`src/hw/ppi_defs.svh`:
```
// Purpose: Offsets, field positions, masks and reset values of the pad pull inhibit registers.
// Assumes: Register indices are word indices; the APB byte address is four times the index.
// Notes:   Definitions only.
`ifndef PPI_DEFS_SVH
`define PPI_DEFS_SVH

// Register indices as printed; word indices, not byte addresses, so the byte address is index times four.
`define PPI_IDX_CTRL_B        16'h1c18
`define PPI_IDX_CTRL_C        16'h1c19
`define PPI_ADDR_CTRL_B       18'h07060
`define PPI_ADDR_CTRL_C       18'h07064

// Field positions in the second register.
`define PPI_B_IRQ1_BIT        14
`define PPI_B_IRQ0_BIT        13
`define PPI_B_RSTPIN_BIT      12
`define PPI_B_EMU_BIT         11
`define PPI_B_TDI_BIT         10
`define PPI_B_TMS_BIT         9
`define PPI_B_TCK_BIT         8
`define PPI_B_ADDR_LSB        0
`define PPI_B_ADDR_MSB        5

// Field positions in the third register.
`define PPI_C_PAR_LSB         2
`define PPI_C_PAR_MSB         15

// Writable masks and reset values.
`define PPI_B_WMASK           16'h7f3f
`define PPI_B_RESET           16'h603f
`define PPI_C_WMASK           16'hfffc
`define PPI_C_RESET           16'hfffc

`endif

```
`src/hw/ppi_pkg.sv`:
```
// Purpose: Types shared by the pad pull inhibit register bank.
// Assumes: Constants live in ppi_defs.svh.
// Notes:   Pull controls travel as one packed struct.
package ppi_pkg;

    // Pad pull-control outputs; a 1 turns the pull resistor off.
    typedef struct packed {
        logic        irq1_pullup_off;
        logic        irq0_pullup_off;
        logic        rst_pin_pullup_off;
        logic        emulation_pair_pullup_off;
        logic        test_data_in_pullup_off;
        logic        test_mode_sel_pullup_off;
        logic        test_clk_pullup_off;
        logic [5:0]  addr_pulldown_off;
        logic [15:2] par_port_pulldown_off;
    } ppi_pad_ctrl_t;

endpackage

```
`src/hw/ppi_regs.sv`:
```
// Purpose: APB slave holding two pad pull inhibit registers that drive pad pull controls.
// Assumes: One clock, asynchronous active-high reset, APB master on the same clock.
// Notes:   Zero wait states; unmapped addresses read zero and answer with pslverr.
// Notes on behaviour
// - Bit 14 of register B turns off interrupt-1 pull-up; resets to 1.
// - Bit 13 of register B turns off interrupt-0 pull-up; resets to 1.
// - Bit 12 of register B turns off reset pin pull-up; resets to 0.
// - Bit 11 of register B turns off both emulation pin pull-ups; resets 0.
// - Bits 10, 9, 8 turn off test data, mode, clock pull-ups; reset 0.
// - Bits 5..0 turn off address pins 20..15 pull-downs; reset 1.
// - Register B decodes at four times its index; bits 15, 7, 6 read zero.
// - Register C decodes at four times its index; bits 15..2 writable reset 1, 1..0 zero.
// - Bit k of register C turns off parallel port pin k pull-down.
`timescale 1ns/10ps
`include "ppi_defs.svh"

module ppi_regs
    import ppi_pkg::*;
#(
    parameter int ADDR_W = 18
)(
    input  wire logic              clk,
    input  wire logic              rst,
    input  wire logic              psel,
    input  wire logic              penable,
    input  wire logic              pwrite,
    input  wire logic [ADDR_W-1:0] paddr,
    input  wire logic [31:0]       pwdata,
    input  wire logic [3:0]        pstrb,
    output logic      [31:0]       prdata,
    output logic                   pready,
    output logic                   pslverr,
    output ppi_pad_ctrl_t          pad_ctrl
);

    logic [15:0]   ctrl_b_reg;
    logic [15:0]   ctrl_c_reg;
    logic [15:0]   ctrl_b_next;
    logic [15:0]   ctrl_c_next;
    logic          hit_b;
    logic          hit_c;
    logic          setup;
    logic          access_reg;

    // Merge write data into a register under the byte strobes and the writable mask.
    function automatic logic [15:0] merge(input logic [15:0] cur, input logic [31:0] wd,
                                          input logic [3:0] st, input logic [15:0] wmask);
        logic [15:0] lanes;
        lanes = {{8{st[1]}}, {8{st[0]}}} & wmask;
        merge = (cur & ~lanes) | (wd[15:0] & lanes);
    endfunction

    // Address decode; only a setup cycle starts a transfer.
    assign hit_b = (paddr == `PPI_ADDR_CTRL_B);
    assign hit_c = (paddr == `PPI_ADDR_CTRL_C);
    assign setup = psel && !penable;

    // Next values; reserved positions are masked out so they stay zero.
    always_comb
    begin
        ctrl_b_next = ctrl_b_reg;
        ctrl_c_next = ctrl_c_reg;
        if (setup && pwrite && hit_b)
        begin
            ctrl_b_next = merge(ctrl_b_reg, pwdata, pstrb, `PPI_B_WMASK);
        end
        if (setup && pwrite && hit_c)
        begin
            ctrl_c_next = merge(ctrl_c_reg, pwdata, pstrb, `PPI_C_WMASK);
        end
    end

    // The write lands at the edge that ends the setup cycle; the access phase then completes at once.
    always_ff @(posedge clk or posedge rst)
    begin
        if (rst)
        begin
            ctrl_b_reg <= `PPI_B_RESET;
            ctrl_c_reg <= `PPI_C_RESET;
        end
        else
        begin
            ctrl_b_reg <= ctrl_b_next;
            ctrl_c_reg <= ctrl_c_next;
        end
    end

    // Bus answer: pready, prdata and pslverr are registered during setup for the access phase.
    always_ff @(posedge clk or posedge rst)
    begin
        if (rst)
        begin
            access_reg <= 1'b0;
            pready     <= 1'b0;
            prdata     <= 32'h0000_0000;
            pslverr    <= 1'b0;
        end
        else
        begin
            access_reg <= setup;
            pready     <= setup;
            pslverr    <= setup && !hit_b && !hit_c;
            if (setup && !pwrite && hit_b)
            begin
                prdata <= {16'h0000, ctrl_b_reg & `PPI_B_WMASK};
            end
            else if (setup && !pwrite && hit_c)
            begin
                prdata <= {16'h0000, ctrl_c_reg & `PPI_C_WMASK};
            end
            else
            begin
                prdata <= 32'h0000_0000;
            end
        end
    end

    // Pad controls follow the registered next value, so outputs are flops equal to the registers.
    always_ff @(posedge clk or posedge rst)
    begin
        if (rst)
        begin
            pad_ctrl <= '{irq1_pullup_off: 1'b1, irq0_pullup_off: 1'b1, addr_pulldown_off: 6'h3f,
                          par_port_pulldown_off: 14'h3fff, default: 1'b0};
        end
        else
        begin
            pad_ctrl.irq1_pullup_off           <= ctrl_b_next[`PPI_B_IRQ1_BIT];
            pad_ctrl.irq0_pullup_off           <= ctrl_b_next[`PPI_B_IRQ0_BIT];
            pad_ctrl.rst_pin_pullup_off        <= ctrl_b_next[`PPI_B_RSTPIN_BIT];
            pad_ctrl.emulation_pair_pullup_off <= ctrl_b_next[`PPI_B_EMU_BIT];
            pad_ctrl.test_data_in_pullup_off   <= ctrl_b_next[`PPI_B_TDI_BIT];
            pad_ctrl.test_mode_sel_pullup_off  <= ctrl_b_next[`PPI_B_TMS_BIT];
            pad_ctrl.test_clk_pullup_off       <= ctrl_b_next[`PPI_B_TCK_BIT];
            pad_ctrl.addr_pulldown_off         <= ctrl_b_next[`PPI_B_ADDR_MSB:`PPI_B_ADDR_LSB];
            pad_ctrl.par_port_pulldown_off     <= ctrl_c_next[`PPI_C_PAR_MSB:`PPI_C_PAR_LSB];
        end
    end

    // Pull-up outputs always mirror bits 14..8 of register B.
    a_pad_b_mirror: assert property (
        @(posedge clk) disable iff (rst)
        {pad_ctrl.irq1_pullup_off, pad_ctrl.irq0_pullup_off, pad_ctrl.rst_pin_pullup_off,
         pad_ctrl.emulation_pair_pullup_off, pad_ctrl.test_data_in_pullup_off,
         pad_ctrl.test_mode_sel_pullup_off, pad_ctrl.test_clk_pullup_off}
        == ctrl_b_reg[14:8]
    )
        else $error("Pull-up outputs differ from register B.");

    // Interrupt-1 pull-up control follows its own bit.
    a_irq1_pad: assert property (
        @(posedge clk) disable iff (rst)
        pad_ctrl.irq1_pullup_off == ctrl_b_reg[`PPI_B_IRQ1_BIT]
    )
        else $error("Interrupt-1 pull-up output differs from its bit.");

    // Interrupt-0 pull-up control follows its own bit.
    a_irq0_pad: assert property (
        @(posedge clk) disable iff (rst)
        pad_ctrl.irq0_pullup_off == ctrl_b_reg[`PPI_B_IRQ0_BIT]
    )
        else $error("Interrupt-0 pull-up output differs from its bit.");

    // Reset pin pull-up control follows its own bit.
    a_rst_pin_pad: assert property (
        @(posedge clk) disable iff (rst)
        pad_ctrl.rst_pin_pullup_off == ctrl_b_reg[`PPI_B_RSTPIN_BIT]
    )
        else $error("Reset pin pull-up output differs from its bit.");

    // One bit serves both emulation pins, so a single output carries it.
    a_emu_pad: assert property (
        @(posedge clk) disable iff (rst)
        pad_ctrl.emulation_pair_pullup_off == ctrl_b_reg[`PPI_B_EMU_BIT]
    )
        else $error("Emulation pull-up output differs from its bit.");

    // Test data input pull-up control follows its own bit.
    a_tdi_pad: assert property (
        @(posedge clk) disable iff (rst)
        pad_ctrl.test_data_in_pullup_off == ctrl_b_reg[`PPI_B_TDI_BIT]
    )
        else $error("Test data pull-up output differs from its bit.");

    // Test mode select pull-up control follows its own bit.
    a_tms_pad: assert property (
        @(posedge clk) disable iff (rst)
        pad_ctrl.test_mode_sel_pullup_off == ctrl_b_reg[`PPI_B_TMS_BIT]
    )
        else $error("Test mode pull-up output differs from its bit.");

    // Test clock pull-up control follows its own bit.
    a_tck_pad: assert property (
        @(posedge clk) disable iff (rst)
        pad_ctrl.test_clk_pullup_off == ctrl_b_reg[`PPI_B_TCK_BIT]
    )
        else $error("Test clock pull-up output differs from its bit.");

    // Address pin pull-downs follow the low field of register B.
    a_addr_mirror: assert property (
        @(posedge clk) disable iff (rst)
        pad_ctrl.addr_pulldown_off == ctrl_b_reg[5:0]
    )
        else $error("Address pull-down outputs differ from register B.");

    // Parallel port pull-downs follow register C bit for bit.
    a_par_mirror: assert property (
        @(posedge clk) disable iff (rst)
        pad_ctrl.par_port_pulldown_off == ctrl_c_reg[15:2]
    )
        else $error("Parallel port outputs differ from register C.");

    // Reserved places of register B never hold a one.
    a_b_reserved_zero: assert property (
        @(posedge clk) disable iff (rst)
        (ctrl_b_reg & ~`PPI_B_WMASK) == 16'h0000
    )
        else $error("Register B reserved bits not zero.");

    // Reserved places of register C never hold a one.
    a_c_reserved_zero: assert property (
        @(posedge clk) disable iff (rst)
        ctrl_c_reg[1:0] == 2'b00
    )
        else $error("Register C reserved bits not zero.");

    // Both registers carry their documented values on the first edge after reset.
    a_reset_values: assert property (
        @(posedge clk) disable iff (rst)
        $fell(rst) |-> ctrl_b_reg == `PPI_B_RESET && ctrl_c_reg == `PPI_C_RESET
    )
        else $error("Register values after reset are wrong.");

    // A write with the upper strobe lands in the upper field of register B.
    a_b_write_lands: assert property (
        @(posedge clk) disable iff (rst)
        (setup && pwrite && hit_b && pstrb[1]) |=> ctrl_b_reg[14:8] == $past(pwdata[14:8])
    )
        else $error("Register B write did not take effect.");

    // A write with the lower strobe lands in the lower field of register C.
    a_c_write_lands: assert property (
        @(posedge clk) disable iff (rst)
        (setup && pwrite && hit_c && pstrb[0]) |=> ctrl_c_reg[7:2] == $past(pwdata[7:2])
    )
        else $error("Register C write did not take effect.");

    // A read of register B answers at once with its reserved places zero.
    a_read_answer: assert property (
        @(posedge clk) disable iff (rst)
        (setup && !pwrite && hit_b) |=> pready && prdata[31:16] == 16'h0000 && prdata[15] == 1'b0
        && prdata[7:6] == 2'b00
    )
        else $error("Register B read answer wrong.");

    // A read of register C returns the value it held during setup.
    a_read_c_answer: assert property (
        @(posedge clk) disable iff (rst)
        (setup && !pwrite && hit_c) |=> pready && prdata[31:16] == 16'h0000
        && prdata[15:2] == $past(ctrl_c_reg[15:2]) && prdata[1:0] == 2'b00
    )
        else $error("Register C read answer wrong.");

    // Nothing but a setup cycle may change either register.
    a_hold_no_write: assert property (
        @(posedge clk) disable iff (rst)
        !(setup && pwrite) |=> $stable(ctrl_b_reg) && $stable(ctrl_c_reg)
    )
        else $error("Register changed without a write.");

    // A write to an unmapped word leaves both registers alone.
    a_unmapped_ignored: assert property (
        @(posedge clk) disable iff (rst)
        (setup && pwrite && !hit_b && !hit_c) |=> $stable(ctrl_b_reg) && $stable(ctrl_c_reg)
    )
        else $error("Unmapped write changed a register.");

    // Every setup is answered in the very next cycle; the master relies on no wait state.
    a_pready_answer: assert property (
        @(posedge clk) disable iff (rst)
        setup |=> pready
    )
        else $error("Setup cycle was not answered.");

    // Ready is a single pulse; outside an access phase it stays low.
    a_pready_idle: assert property (
        @(posedge clk) disable iff (rst)
        !setup |=> !pready
    )
        else $error("Ready high outside an access phase.");

    // The error response marks exactly the unmapped words.
    a_slverr_decode: assert property (
        @(posedge clk) disable iff (rst)
        setup |=> pslverr == $past(!hit_b && !hit_c)
    )
        else $error("Error response does not match the decode.");

    // Read data is zero unless a read was set up, so stale values never leak.
    a_prdata_idle: assert property (
        @(posedge clk) disable iff (rst)
        !(setup && !pwrite) |=> prdata == 32'h0000_0000
    )
        else $error("Read data not zero outside a read.");

endmodule

```
`config.mk`:
```
export PLATFORM = sky130hd
export DESIGN_NAME = ppi_regs
export DESIGN_NICKNAME = d
export VERILOG_FILES = /design/src/hw/ppi_pkg.sv /design/src/hw/ppi_regs.sv
export VERILOG_INCLUDE_DIRS = /design/src /design/src/hw
export SDC_FILE = /design/constraint.sdc
export NUM_CORES = 1
export LEC_CHECK = 0
export BUFFER_PORTS_ARGS = -buffer_cell sky130_fd_sc_hd__buf_2
export CORE_UTILIZATION = 40
export CTS_CLUSTER_DIAMETER = 60
export DETAILED_ROUTE_END_ITERATION = 16
export PLACE_DENSITY_LB_ADDON = 0.1
export RECOVER_POWER = 100
export SKIP_LAST_GASP = 1
export SLEW_MARGIN = 20
export SYNTH_ARGS = -nofsm -noshare
export SYNTH_HDL_FRONTEND = slang
export SYNTH_SLANG_ARGS = --single-unit
```
`constraint.sdc`:
```
create_clock -name clk -period 1.5 [get_ports clk]
set_input_delay 0.15 -clock clk [delete_from_list [all_inputs] [get_ports clk]]
set_output_delay 0.15 -clock clk [all_outputs]
set_load 0.005 [all_outputs]
```
==> metrics.txt <==
IO Pins=120; slew margin rel.=0.607; Critical Path AT=1.60 ns; cell internal pwr=1940 uW; Hold Path Class=in -> reg; P&R area growth vs syn=33.8%; fin crit period=1.42 ns; power density cells=906 nW/um^2; post-synthesis async set-or-reset flop share=1.00; unrepaired setup endpoints after global routing=false; CTS tree=done; startpoint type of the worst setup path=primary input; Psw=480 uW; max cap viols=0; Worst Slack Setup Final=0.0815 ns; Via density=4.50; Synth warnings=0; utilization after layout=0.561; PortBufs=85; Setup TNS Final=0 ns; Core Rows=25; fillers=434; Longest Clk Path Bufs=2; top cells by area, synth=dfstp_2 29%, dfrtp_1 29%, mux2_2 15%; maximum achievable frequency=705 MHz; dpl hpwl=3030 um; CTS H-tree depth=2; first-pass GRT wire length=6550 um; post-DR wirelength/cell=13.4 um; core area=4750 sq um; die height=72.6 um; Area after DPL=2570 sq um; Syn Inst Count=142; final clock skew=0.00357 ns; max-slew violations=0; largest net degree at the start of global routing=46; drt first pass iters=4; Netlist cell types=24; Die W=72.6 um; pre-CTS setup slack=-0.252 ns; EDFF count, synth=0; count of final setup violators=0; worst-margin pin slew=0.589 ns; CTS Buf Count=5; routed vias=1400; Net Sw Frac=0.199; # clock sinks=45; starting density of the core=0.419; CP max FO=7; # diodes=0; Clk pwr share=0.438; GRT Overall Usage=0.166; critical path endpoint category=register; ys flop type=dfrtp_1; vias in the first global route=1430; Max VDD drop=0.000425 V; Final Hold Viols=0; drt total wl=4170 um; Combinational Power Share=0.060; Lkg Pwr=0.00141 uW; clock latency at the later pin of the worst-skew pair=0.29 ns; crit path kind=in -> reg; sequential element share of the synthesized area=0.579; mean post-synth cell area=14.0 sq um; post-route design area=2670 sq um; total grt overflow=0; Setup Buffers After CTS=0; period utilisation layout=0.946; clk root buf=clkbuf_8; gp weighted congestion=0.763; PostCTS Resize Cnt=0; cell taking the most area after synthesis=dfstp_2; worst endpoint required time=1.68 ns; residual DRC count=0; drt initial violations=44; layout cells sized above 1=0.529; Final ANT Viol Nets=0; synthesized cell area=1990 sq um; antenna violations before repair=0; outcome=completed; Final nets=302; post-synth top area share=0.290; Die ar.=5270 sq um; Synth Register Bits=45; CTS clk-pin slew, worst paths=0.08 ns; Flop pwr share=0.503; CTS Hold Bufs=1
[layout make-up]
class                           instances  area, sq um  share of cell area
Clock buffer                            5         68.8              0.0258
Clock inverter                          3         65.1              0.0244
Inverter                                2         7.51             0.00282
Multi-Input combinational cell         91          787               0.295
Sequential cell                        45         1150               0.433
Tap cell                               67         83.8              0.0314
Timing Repair Buffer                   98          500               0.188
[path summary, 6_finish.rpt]
check                      slack (ns)  cells past startpoint          from           end
max in group asynchronous        0.54                      4           rst    prdata[15]
setup reg to reg                 0.68                      2      register     prdata[3]
hold reg to reg                  0.53                      1  pad_ctrl[14]     prdata[0]
min in group asynchronous        0.57                      4           rst    prdata[12]
hold / removal                   0.09                      2     pwdata[0]  pad_ctrl[14]
setup / recovery                 0.08                      7      paddr[3]      register
[power by group through the flow]
| stage | clock network (uW) | logic, uW | registers, uW |
|---|---|---|---|
| global placement | 0 | 149 | 1240 |
| finish | 1060 | 145 | 1210 |
| global route | 1130 | 162 | 1220 |
| detailed placement | 0 | 152 | 1240 |
| CTS | 1090 | 154 | 1220 |
| floorplan | 0 | 94.3 | 1240 |
[cells in the final DEF (no fill, tap or decap), drive strengths merged, types with 2 or more instances in the layout]
cell type,n
buf,82
mux2,27
dfrtp,23
dfstp,22
clkbuf,20
conb,16
nor2,13
mux2i,11
nor4,6
and2,5
nor4b,3
nand2,3
inv,2
bufinv,2
[cells in the mapped netlist, types with 2 or more instances]
| cell type | number |
|---|---|
| and2_1 | 5 |
| buf_2 | 2 |
| buf_4 | 16 |
| dfrtp_1 | 23 |
| dfstp_2 | 22 |
| inv_1 | 2 |
| mux2_2 | 27 |
| mux2i_1 | 11 |
| nand2_1 | 2 |
| nor2_1 | 13 |
| nor4_1 | 2 |
| nor4_4 | 4 |
| nor4b_1 | 2 |
[cells by family after synthesis]
| family | after synthesis | share of synthesized area |
|---|---|---|
| flip-flops | 45 | 0.579 |
| multiplexers | 38 | 0.208 |
| AND/OR/NAND/NOR | 37 | 0.141 |
| buffers and inverters | 21 | 0.0709 |
| other | 1 | 0.00188 |
[metal layers]
metal,up-vias,GRT usage,share of wire
met2,65,0.304,0.51
met3,6,0.0428,0.074
met1,672,0.185,0.41
met5,-,0,0
li1,657,-,-
met4,0,0.0588,0.013
[metrics by stage]
stage | power [uW] | instances | hold slack, ns
2_1_floorplan | 1330 | 157 | 0.298
3_3_place_gp | 1390 | 302 | 0.191
3_5_place_dp | 1390 | 302 | 0.199
4_1_cts | 2460 | 311 | 0.0736
5_1_grt | 2500 | 311 | 0.0829
6_report | 2420 | 311 | 0.0853
[critical path: stages]
cell and delay [ns]:
clkbuf_1 0.09, nor4b_4 0.32, nand4b_1 0.13, clkbuf_2 0.17
nor4_1 0.17, buf_4 0.22, mux2_2 0.35
Power figures use the tool's default switching activity.
